File: config.mk
export PLATFORM = sky130hd
export DESIGN_NAME = idu_top
export DESIGN_NICKNAME = d
export VERILOG_FILES = /design/src/idu_pkg.sv /design/src/idu_top.sv /design/src/idu_fp_addmul.sv /design/src/idu_fp_div.sv
export SDC_FILE = /design/constraint.sdc
export NUM_CORES = 2
export LEC_CHECK = 0
export BUFFER_PORTS_ARGS = -buffer_cell sky130_fd_sc_hd__buf_4
export CORE_MARGIN = 2
export CORE_UTILIZATION = 45
export DETAILED_ROUTE_END_ITERATION = 8
export GPL_TIMING_DRIVEN = 0
export SKIP_LAST_GASP = 1
export SYNTH_ARGS = -nofsm -noshare
export SYNTH_HDL_FRONTEND = slang
export SYNTH_HIERARCHICAL = 1
export SYNTH_SLANG_ARGS = --single-unit
File: constraint.sdc
create_clock -name MCLK -period 62.3 [get_ports MCLK]
set_input_delay 3.115 -clock MCLK [delete_from_list [all_inputs] [get_ports MCLK]]
set_output_delay 3.115 -clock MCLK [all_outputs]
set_load 0.01 [all_outputs]
File: src/idu_pkg.sv
// Package of the integrator/differentiator unit: register map, field
// layout, float constants and sequencer states.
// Assumes single-precision IEEE-754 operands split over two 16-bit words.
`default_nettype none
package idu_pkg;
   localparam int ADDR_W = 4;
   localparam logic [3:0] A_INPUT_LO = 4'h0;
   localparam logic [3:0] A_INPUT_HI = 4'h1;
   localparam logic [3:0] A_MODE = 4'h2;
   localparam logic [3:0] A_PERIOD_LO = 4'h3;
   localparam logic [3:0] A_PERIOD_HI = 4'h4;
   localparam logic [3:0] A_TIME_LO = 4'h5;
   localparam logic [3:0] A_TIME_HI = 4'h6;
   localparam logic [3:0] A_INIT_LO = 4'h7;
   localparam logic [3:0] A_INIT_HI = 4'h8;
   localparam logic [3:0] A_CTRL = 4'h9;
   localparam logic [3:0] A_OUT_LO = 4'ha;
   localparam logic [3:0] A_OUT_HI = 4'hb;
   localparam logic [3:0] A_STATUS = 4'hc;
   localparam logic [3:0] A_IRQ_EN = 4'hd;
   localparam logic [3:0] A_IRQ_CLR = 4'he;
   localparam logic [3:0] A_WORK_LO = 4'hf;
   localparam int CTRL_START = 0;
   localparam int CTRL_SEL_D = 1;
   localparam int CTRL_CLR_WORK = 2;
   localparam int MODE_BIT = 0;
   localparam int ST_DONE = 0;
   localparam int ST_ERR = 1;
   localparam int ST_BUSY = 2;
   localparam int NEV = 2;
   localparam logic [31:0] F_ZERO = 32'h0000_0000;
   localparam logic [7:0] EXP_MAX = 8'hff;
   localparam int OP_ADD = 0;
   localparam int OP_MUL = 1;
   localparam int OP_DIV = 2;
   typedef enum logic [2:0] {
      S_IDLE = 3'b000, S_A = 3'b001, S_B = 3'b011, S_C = 3'b010,
      S_D = 3'b110, S_WB = 3'b111
   } idu_state_t;
endpackage
`default_nettype wire

File: src/idu_top.sv
// Integrator/differentiator unit: one update per start, except a differentiator start with zero T and nonzero period, which never ends.
// Assumes a same-clock register master with one-cycle strobes.
// Function
// - Integrator flag 0 integrates; flag 1 outputs the initial value.
// - Integrator output is period over time, times input, plus last output.
// - Integrator with zero time holds the last output.
// - Differentiator flag 0 differentiates; flag 1 outputs the initial value.
// - Output is T/(T+period) times (last output minus last input plus input).
// - Differentiator output is zero when T plus period is zero.
// - Differentiator stores the input as previous input for next time.
// - Period is a float held in two dedicated words.
// - Only the operator writes the output value.
// - Arithmetic failure reports an operation error.
//
// The plain strobed port and the register addresses were chosen for this implementation.
`default_nettype none
module idu_top
   import idu_pkg::*;
(
   input wire logic MCLK,
   input wire logic RESETN,
   input wire logic CE,
   input wire logic [3:0] ADDR,
   input wire logic [15:0] WDATA,
   input wire logic WR,
   input wire logic RD,
   output logic [15:0] RDATA,
   output logic IRQ
);
   logic [31:0] input_sample_reg, cycle_period_reg, time_reg;
   logic [31:0] initial_output_reg, output_value_reg, previous_input_reg;
   logic [31:0] previous_output_reg, acc_reg;
   logic op_mode_flag_reg, sel_d_reg;
   logic [NEV-1:0] status_reg, irq_en_reg, ev;
   idu_state_t state_reg;
   logic start, clr_work;
   logic [31:0] am_a, am_b, am_y, dv_y;
   logic am_mul, am_err, dv_err, dv_done, dv_start;
   logic err_reg;

   assign start = CE && WR && ADDR == A_CTRL && WDATA[CTRL_START];
   assign clr_work = WR && ADDR == A_CTRL && WDATA[CTRL_CLR_WORK];

   // Operand registers: each float is two 16-bit words.
   always_ff @(posedge MCLK) begin
      if (!RESETN) begin
         input_sample_reg <= F_ZERO;
         cycle_period_reg <= F_ZERO;
         time_reg <= F_ZERO;
         initial_output_reg <= F_ZERO;
         op_mode_flag_reg <= 1'b0;
         sel_d_reg <= 1'b0;
         irq_en_reg <= '0;
      end else if (CE && WR) begin
         if (ADDR == A_INPUT_LO)
            input_sample_reg[15:0] <= WDATA;
         else if (ADDR == A_INPUT_HI)
            input_sample_reg[31:16] <= WDATA;
         else if (ADDR == A_MODE)
            op_mode_flag_reg <= WDATA[MODE_BIT];
         else if (ADDR == A_PERIOD_LO)
            cycle_period_reg[15:0] <= WDATA;
         else if (ADDR == A_PERIOD_HI)
            cycle_period_reg[31:16] <= WDATA;
         else if (ADDR == A_TIME_LO)
            time_reg[15:0] <= WDATA;
         else if (ADDR == A_TIME_HI)
            time_reg[31:16] <= WDATA;
         else if (ADDR == A_INIT_LO)
            initial_output_reg[15:0] <= WDATA;
         else if (ADDR == A_INIT_HI)
            initial_output_reg[31:16] <= WDATA;
         else if (ADDR == A_CTRL && state_reg == S_IDLE)
            sel_d_reg <= WDATA[CTRL_SEL_D];
         else if (ADDR == A_IRQ_EN)
            irq_en_reg <= WDATA[NEV-1:0];
      end
   end

   // Shared adder/multiplier operand steering per sequencer step.
   always_comb begin
      am_a = F_ZERO;
      am_b = F_ZERO;
      am_mul = 1'b0;
      case (state_reg)
         S_A: begin
            if (sel_d_reg) begin
               am_a = time_reg;
               am_b = cycle_period_reg;
            end else begin
               am_a = cycle_period_reg;
               am_b = input_sample_reg;
               am_mul = 1'b1;
            end
         end
         S_B: begin
            am_a = previous_output_reg;
            am_b = {~previous_input_reg[31], previous_input_reg[30:0]};
         end
         S_C: begin
            am_a = acc_reg;
            am_b = input_sample_reg;
         end
         S_D: begin
            // The quotient is used in the cycle the divider reports done.
            am_a = dv_y;
            am_b = sel_d_reg ? acc_reg : previous_output_reg;
            am_mul = sel_d_reg;
         end
         default: begin
            am_a = F_ZERO;
            am_b = F_ZERO;
            am_mul = 1'b0;
         end
      endcase
   end

   idu_fp_addmul u_am (
      .a(am_a),
      .b(am_b),
      .mul(am_mul),
      .y(am_y),
      .err(am_err)
   );

   // Divider: integrator computes (period*input)/T, differentiator T/(T+dt).
   assign dv_start = CE && state_reg == S_A && !am_err
                     && am_y[30:0] != F_ZERO[30:0];
   idu_fp_div u_dv (
      .clk(MCLK),
      .rst_n(RESETN),
      .ce(CE),
      .start(dv_start),
      .a(sel_d_reg ? time_reg : am_y),
      .b(sel_d_reg ? am_y : time_reg),
      .y(dv_y),
      .err(dv_err),
      .done(dv_done)
   );

   // Sequencer: one update per start, except a differentiator start with zero T and nonzero period, which stalls in S_D.
   always_ff @(posedge MCLK) begin
      if (!RESETN) begin
         state_reg <= S_IDLE;
         output_value_reg <= F_ZERO;
         previous_output_reg <= F_ZERO;
         previous_input_reg <= F_ZERO;
         acc_reg <= F_ZERO;
         err_reg <= 1'b0;
      end else if (CE) begin
         case (state_reg)
            S_IDLE: begin
               err_reg <= 1'b0;
               if (clr_work) begin
                  previous_input_reg <= F_ZERO;
                  previous_output_reg <= F_ZERO;
               end
               if (start)
                  state_reg <= S_A;
            end
            S_A: begin
               if (op_mode_flag_reg) begin
                  output_value_reg <= initial_output_reg;
                  state_reg <= S_WB;
               end else if (!sel_d_reg && time_reg[30:0] == F_ZERO[30:0]) begin
                  output_value_reg <= previous_output_reg;
                  state_reg <= S_WB;
               end else if (am_err) begin
                  err_reg <= 1'b1;
                  state_reg <= S_WB;
               end else if (!sel_d_reg && am_y[30:0] == F_ZERO[30:0]) begin
                  // A zero product starts no division: output stays put.
                  output_value_reg <= previous_output_reg;
                  state_reg <= S_WB;
               end else if (sel_d_reg && am_y[30:0] == F_ZERO[30:0]) begin
                  output_value_reg <= F_ZERO;
                  state_reg <= S_WB;
               end else begin
                  state_reg <= sel_d_reg ? S_B : S_D;
               end
            end
            S_B: begin
               acc_reg <= am_y;
               err_reg <= am_err;
               state_reg <= S_C;
            end
            S_C: begin
               acc_reg <= am_y;
               err_reg <= err_reg | am_err;
               state_reg <= S_D;
            end
            S_D: begin
               if (dv_done) begin
                  if (dv_err || err_reg || am_err)
                     err_reg <= 1'b1;
                  else
                     output_value_reg <= am_y;
                  state_reg <= S_WB;
               end
            end
            S_WB: begin
               if (!err_reg) begin
                  previous_output_reg <= output_value_reg;
                  if (sel_d_reg)
                     previous_input_reg <= input_sample_reg;
               end
               state_reg <= S_IDLE;
            end
            default: state_reg <= S_IDLE;
         endcase
      end
   end

   // Sticky events: set wins over a simultaneous clear.
   assign ev[ST_DONE] = state_reg == S_WB;
   assign ev[ST_ERR] = state_reg == S_WB && err_reg;
   always_ff @(posedge MCLK) begin
      if (!RESETN)
         status_reg <= '0;
      else if (CE)
         status_reg <= ev | (status_reg
                       & ~((WR && ADDR == A_IRQ_CLR) ? WDATA[NEV-1:0] : '0));
   end

   always_ff @(posedge MCLK) begin
      if (!RESETN)
         IRQ <= 1'b0;
      else if (CE)
         IRQ <= |(status_reg & irq_en_reg);
   end

   // Read port: output and work words are read-only to software.
   always_ff @(posedge MCLK) begin
      if (!RESETN) begin
         RDATA <= 16'h0;
      end else if (CE) begin
         if (!RD)
            RDATA <= 16'h0;
         else if (ADDR == A_INPUT_LO)
            RDATA <= input_sample_reg[15:0];
         else if (ADDR == A_INPUT_HI)
            RDATA <= input_sample_reg[31:16];
         else if (ADDR == A_MODE)
            RDATA <= {15'h0, op_mode_flag_reg};
         else if (ADDR == A_PERIOD_LO)
            RDATA <= cycle_period_reg[15:0];
         else if (ADDR == A_PERIOD_HI)
            RDATA <= cycle_period_reg[31:16];
         else if (ADDR == A_TIME_LO)
            RDATA <= time_reg[15:0];
         else if (ADDR == A_TIME_HI)
            RDATA <= time_reg[31:16];
         else if (ADDR == A_INIT_LO)
            RDATA <= initial_output_reg[15:0];
         else if (ADDR == A_INIT_HI)
            RDATA <= initial_output_reg[31:16];
         else if (ADDR == A_CTRL)
            RDATA <= {13'h0, 1'b0, sel_d_reg, 1'b0};
         else if (ADDR == A_OUT_LO)
            RDATA <= output_value_reg[15:0];
         else if (ADDR == A_OUT_HI)
            RDATA <= output_value_reg[31:16];
         else if (ADDR == A_STATUS)
            RDATA <= {13'h0, state_reg != S_IDLE, status_reg};
         else if (ADDR == A_IRQ_EN)
            RDATA <= {14'h0, irq_en_reg};
         else if (ADDR == A_WORK_LO)
            RDATA <= previous_input_reg[15:0];
         else
            RDATA <= 16'h0;
      end
   end
endmodule
`default_nettype wire

File: src/idu_fp_addmul.sv
// Combinational single-precision add and multiply, truncating.
// Assumes finite normal operands; flags overflow, NaN and infinity.
`default_nettype none
module idu_fp_addmul
   import idu_pkg::*;
(
   input wire logic [31:0] a,
   input wire logic [31:0] b,
   input wire logic mul,
   output logic [31:0] y,
   output logic err
);
   logic sa, sb;
   logic [7:0] ea, eb;
   logic [23:0] ma, mb;
   logic [47:0] prod;
   logic [9:0] ep;
   logic [7:0] d;
   logic [24:0] big, sml, sum;
   logic [9:0] es;
   logic [4:0] lz;
   logic [24:0] nrm;
   always_comb begin
      sa = a[31];
      sb = b[31];
      ea = a[30:23];
      eb = b[30:23];
      ma = (ea == 8'h00) ? 24'h0 : {1'b1, a[22:0]};
      mb = (eb == 8'h00) ? 24'h0 : {1'b1, b[22:0]};
      err = (ea == EXP_MAX) || (eb == EXP_MAX);
      y = F_ZERO;
      prod = 48'h0;
      ep = 10'h0;
      d = 8'h0;
      big = 25'h0;
      sml = 25'h0;
      sum = 25'h0;
      es = 10'h0;
      lz = 5'h0;
      nrm = 25'h0;
      if (mul) begin
         prod = ma * mb;
         ep = {2'b00, ea} + {2'b00, eb} - 10'd127;
         if (prod[47])
            ep = ep + 10'd1;
         else
            prod = prod << 1;
         if (ma == 24'h0 || mb == 24'h0)
            y = F_ZERO;
         else if (ep[9] || ep == 10'h0)
            y = F_ZERO;
         else if (ep >= 10'd255)
            err = 1'b1;
         else
            y = {sa ^ sb, ep[7:0], prod[46:24]};
      end else begin
         if ({ea, ma} >= {eb, mb}) begin
            d = ea - eb;
            big = {1'b0, ma};
            sml = {1'b0, mb} >> d;
            es = {2'b00, ea};
         end else begin
            d = eb - ea;
            big = {1'b0, mb};
            sml = {1'b0, ma} >> d;
            es = {2'b00, eb};
         end
         sum = (sa == sb) ? big + sml : big - sml;
         if (sum[24]) begin
            nrm = sum >> 1;
            es = es + 10'd1;
         end else begin
            nrm = sum;
            for (int i = 0; i < 24; i++)
               if (nrm[23] == 1'b0 && nrm != 25'h0) begin
                  nrm = nrm << 1;
                  lz = lz + 5'd1;
               end
            es = es - {5'h0, lz};
         end
         if (nrm == 25'h0 || es[9] || es == 10'h0)
            y = F_ZERO;
         else if (es >= 10'd255)
            err = 1'b1;
         else
            y = {({ea, ma} >= {eb, mb}) ? sa : sb, es[7:0], nrm[22:0]};
      end
   end
endmodule
`default_nettype wire

File: src/idu_fp_div.sv
// Sequential single-precision divider, restoring, one quotient bit per
// clock. Assumes finite operands; a zero divisor raises the error flag.
`default_nettype none
module idu_fp_div
   import idu_pkg::*;
(
   input wire logic clk,
   input wire logic rst_n,
   input wire logic ce,
   input wire logic start,
   input wire logic [31:0] a,
   input wire logic [31:0] b,
   output logic [31:0] y,
   output logic err,
   output logic done
);
   logic [25:0] rem_reg;
   logic [24:0] dvs_reg, q_reg;
   logic [4:0] cnt_reg;
   logic [9:0] e_reg;
   logic s_reg, run_reg;
   logic [25:0] diff;
   always_comb diff = rem_reg - {1'b0, dvs_reg};
   always_ff @(posedge clk) begin
      if (!rst_n) begin
         run_reg <= 1'b0;
         done <= 1'b0;
         err <= 1'b0;
         y <= F_ZERO;
         rem_reg <= 26'h0;
         dvs_reg <= 25'h0;
         q_reg <= 25'h0;
         cnt_reg <= 5'h0;
         e_reg <= 10'h0;
         s_reg <= 1'b0;
      end else if (ce) begin
         done <= 1'b0;
         if (start) begin
            err <= (b[30:23] == 8'h00) || (a[30:23] == EXP_MAX)
                  || (b[30:23] == EXP_MAX);
            y <= F_ZERO;
            s_reg <= a[31] ^ b[31];
            e_reg <= {2'b00, a[30:23]} - {2'b00, b[30:23]} + 10'd127;
            // The remainder starts at the dividend mantissa, so the first
            // quotient bit weighs one.
            rem_reg <= {3'b001, a[22:0]};
            dvs_reg <= {1'b0, 1'b1, b[22:0]};
            q_reg <= 25'h0;
            cnt_reg <= 5'd25;
            // A zero dividend or divisor needs no steps: zero or an error.
            run_reg <= (b[30:23] != 8'h00) && (a[30:23] != 8'h00);
            done <= (b[30:23] == 8'h00) || (a[30:23] == 8'h00);
         end else if (run_reg) begin
            if (!diff[25]) begin
               rem_reg <= {diff[24:0], 1'b0};
               q_reg <= {q_reg[23:0], 1'b1};
            end else begin
               rem_reg <= {rem_reg[24:0], 1'b0};
               q_reg <= {q_reg[23:0], 1'b0};
            end
            cnt_reg <= cnt_reg - 5'd1;
            if (cnt_reg == 5'd1) begin
               run_reg <= 1'b0;
               done <= 1'b1;
               if (q_reg[23]) begin
                  if (e_reg[9] || e_reg == 10'h0 || rem_reg[25:1] == 25'h0
                      && q_reg == 25'h0)
                     y <= F_ZERO;
                  else if (e_reg >= 10'd255)
                     err <= 1'b1;
                  else
                     y <= {s_reg, e_reg[7:0], q_reg[22:0]};
               end else begin
                  if (e_reg[9] || e_reg <= 10'd1)
                     y <= F_ZERO;
                  else if (e_reg >= 10'd256)
                     err <= 1'b1;
                  else
                     y <= {s_reg, e_reg[7:0] - 8'd1, q_reg[21:0],
                           ~diff[25]};
               end
            end
         end
      end
   end
endmodule
`default_nettype wire

==> out/results.md <==
| Metric | This run | Unit |
| --- | --- | --- |
| Maximum number of pins on one net before global-route repair | 16 | - |
| Tmin final | 36.20 | ns |
| Most used cell along the critical path | sky130_fd_sc_hd__ha_1 | - |
| Area growth from synthesis to final layout | 6.55 | % |
| Int Pwr | 0.726 | mW |
| Gp weighted congestion | 1.08 | - |
| Met2 routing resource usage after global routing | 60.1 | % |
| Class of the most critical setup path | flop to flop | - |
| Status | finished, violations left | - |
| Clock input transition at the sequential cells of the worst setup and hold paths | 0.07 | ns |
| Mapped Cells | 7445 | - |
| H-tree Lvls | 2 | - |
| Number of buffers added on ports | 25 | - |
| Die Y | 361 | microns |
| Vias post-DR | 58284 | - |
| Final cycle utilization of the critical path | 58.1 | % |
| Number of nets in the synthesized netlist | 8298 | - |
| Cell family contributing the most delay on the critical path | simple AND/OR/NAND/NOR gates | - |
| Global routing's busiest layer | met2 | - |
| Setup TNS | 0 | ns |
| Fin. Hold Viols | 0 | - |
| Num rows | 131 | - |
| Global-route total usage across every layer | 38.3 | % |
| Sequential fraction of the synthesis area | 14.2 | % |
| Actual slew at the worst max-slew pin | 1.68 | ns |
| Number of buffers and inverters on the critical path | 24 | - |
| TritonCTS Buffers | 41 | - |
| Maximum capacitance violations | 6 | - |
| Clk buf depth | 3 | - |
| Post-synthesis cell type with the largest combined area | sky130_fd_sc_hd__fa_1 | - |
| Fraction of layout cells with a size suffix above 1 | 6.66 | % |
| Wire length per cell | 27.8 | microns |
| Worst Setup End Kind | flop | - |
| Overflow after GRT | 0 | - |
| Largest cells by area after synthesis | sky130_fd_sc_hd__fa_1 (17%), sky130_fd_sc_hd__dfxtp_1 (14%), sky130_fd_sc_hd__nand2_1 (8.6%), sky130_fd_sc_hd__ha_1 (7.4%), sky130_fd_sc_hd__inv_1 (4.7%) | - |
| Fmax | 27.6 | MHz |
| P_leak | 26.0 | nW |
| Placed wire-length estimate after detailed placement | 206000 | microns |
| Yosys synthesis warning count | 6 | - |
| Critical-path cell with the highest stage delay | sky130_fd_sc_hd__o22ai_1 | - |
| TritonCTS clock tree | built | - |
| VDD IR max | 91.6 | uV |
| Number of placed I/O pins | 42 | - |
| Post-layout utilization of the core | 48.1 | % |
| Met3 Use GR | 6.37 | % |
| Startpoint type of the worst setup path | flop | - |
| Per-instance average area after synthesis | 7.71 | sq um |
| Relative contribution of combinational cells to total power | 58.6 | % |
| Violated checks | design-rule violations, max-capacitance violations, max-slew violations | - |
| Final Routed Wirelength | 257000 | microns |
| Via count of the first global-routing pass | 55608 | - |
| Postcts setup bufs | 0 | - |
| R2R Setup Slk | 26.10 | ns |
| Total core area | 0.127 | sq mm |
| Share of power burned in registers | 20.2 | % |
| Wire length of the first global-routing pass | 374000 | microns |
| Clock latency on the worst-skew pair | 0.61 | ns |
| Worst hold path endpoint | u_dv/dvs_reg[2] | - |
| Data arrival at the endpoint of the critical path | 36.70 | ns |
| Clock sink count | 408 | - |
| Net switching share of the total power | 44.4 | % |
| Crit-path max cell delay | 1.27 | ns |
| Resized cells post-CTS | 0 | - |
| DRC | 18 | - |
| Number of nets at the end of the flow | 8368 | - |
| Netlist area before placement | 0.0574 | sq mm |
| Most used standard cells in the synthesized netlist | sky130_fd_sc_hd__nand2_1 (1313), sky130_fd_sc_hd__inv_1 (716), sky130_fd_sc_hd__fa_1 (488), sky130_fd_sc_hd__nor2_1 (483), sky130_fd_sc_hd__dfxtp_1 (408) | - |
| Total die area | 0.130 | sq mm |
| Synthesized flop and latch total | 408 | - |
| Ys async rst share | 0 | % |
| Initial core utilization | 45.2 | % |
| Cell area power density | 21.3 | mW/mm^2 |
| CTS Root Cell | sky130_fd_sc_hd__clkbuf_16 | - |
| Depth of the worst register-to-register path | 127 | - |
| Worst hold path depth | 2 | - |
| Maximum net fanout on the critical path | 10 | - |
| Relative slew slack | -13.3 | % |
| Final setup viols | 0 | - |
| RSZ-0062 raised after global routing | false | - |
| Number of antenna violations at the first check in global routing | 12 | - |
| Pre-antenna DRT Iters | 9 | - |
| Yosys cell types | 125 | - |
| Count of hold buffers inserted by post-cts repair | 0 | - |
| Count leader, synth | sky130_fd_sc_hd__nand2_1 | - |
| R2r endpoint | u_dv/y[28] | - |
| Switch Pwr | 0.580 | mW |
| Count of routing violations after the opening detailed-route iteration | 7236 | - |
| Count of final max-slew check failures | 29 | - |
| Worst Hold Launch | u_dv/dvs_reg[2] | - |
| Setup Skew | 0.0502 | ns |
| Average vias per placed instance | 6.32 | - |
| Min-delay worst type | flop to flop | - |
| Post-synth EDFFs | 0 | - |
| Required time worst endpoint | 62.80 | ns |
| Width of the die | 361 | microns |
| Final worst hold slack | 0.456 | ns |
| Launching instance or port of the critical path | state_reg[1] | - |
| Antenna-violating nets left | 0 | - |
| Area share of the largest cell type after synthesis | 17.0 | % |
| Startpoint of the worst register-to-register path | state_reg[1] | - |
| Most frequently used flop master after synthesis | sky130_fd_sc_hd__dfxtp_1 | - |
| Met1 routing resource usage after global routing | 49.2 | % |
| Clock Power Share | 21.2 | % |
[how the worst max path moves through the flow]
stage	slack, ns	endpoint	cells past startpoint
final	26.10	u_dv/y[28]	127
after global routing	24.87	u_dv/y[28]	127
after CTS	27.57	u_dv/y[28]	127
after detailed placement	27.70	u_dv/y[28]	125
after global placement	27.80	u_dv/y[28]	127
after floorplan	36.03	u_dv/rem_reg[13]	122
[per-stage QoR]
step,power [mW],cells,area [sq um],worst slack [ns]
after floorplan,0.863,7445,57400,36.03
after global placement,1.00,9132,59700,27.80
after detailed placement,1.02,9133,59700,27.70
after CTS,1.30,9208,61100,27.57
after global routing,1.40,9209,61100,24.87
final,1.31,9216,61200,26.10
[final cells by class]
class / instances / area, sq um
fill: 12845 / 65900
tap: 1662 / 2080
clock inverter: 21 / 297
buffer: 481 / 2090
antenna: 7 / 17.5
sequential: 408 / 8170
multi-input combinational: 5831 / 44400
clock buffer: 54 / 1140
inverter: 725 / 2720
timing repair buffer: 27 / 203
[worst min-delay path, stage by stage, from the launching register on]
cell	delay (ns)
sky130_fd_sc_hd__dfxtp_1	0.31
sky130_fd_sc_hd__nand2_1	0.05
sky130_fd_sc_hd__a21oi_1	0.05
[power by group through the flow]
stage,Clock [mW],Combinational (mW),Sequential [mW]
after floorplan,0,0.594,0.269
after global placement,0,0.733,0.270
after detailed placement,0,0.752,0.270
after CTS,0.277,0.755,0.264
after global routing,0.286,0.851,0.264
final,0.276,0.765,0.264
[cells by family after synthesis]
kind of cell             synth area share (%)
AND/OR/NAND/NOR                          21.4
buffers and inverters                    8.38
multiplexers                             7.36
adder cells (fa/ha/maj)                  24.4
AO/OA/AOI/OAI                            21.1
XOR/XNOR                                 3.13
flip-flops                               14.2
[placed cells by master (no fill, tap or decap), types with 139 or more instances in the layout]
cell type	instances
sky130_fd_sc_hd__nand2_1	1313
sky130_fd_sc_hd__inv_1	716
sky130_fd_sc_hd__fa_1	488
sky130_fd_sc_hd__nor2_1	483
sky130_fd_sc_hd__dfxtp_1	408
sky130_fd_sc_hd__a21oi_1	345
sky130_fd_sc_hd__ha_1	340
sky130_fd_sc_hd__clkbuf_1	324
sky130_fd_sc_hd__o21ai_0	227
sky130_fd_sc_hd__mux2i_1	209
sky130_fd_sc_hd__nand3_1	207
sky130_fd_sc_hd__and2_1	204
sky130_fd_sc_hd__a21boi_0	188
sky130_fd_sc_hd__mux2_2	139
[routing by layer]
layer,up-vias,routed length (microns)
li1,25730,-
met1,28573,100000
met2,3217,113000
met3,758,24200
met4,6,19500
met5,-,34
(Power assumes the default switching activity.)
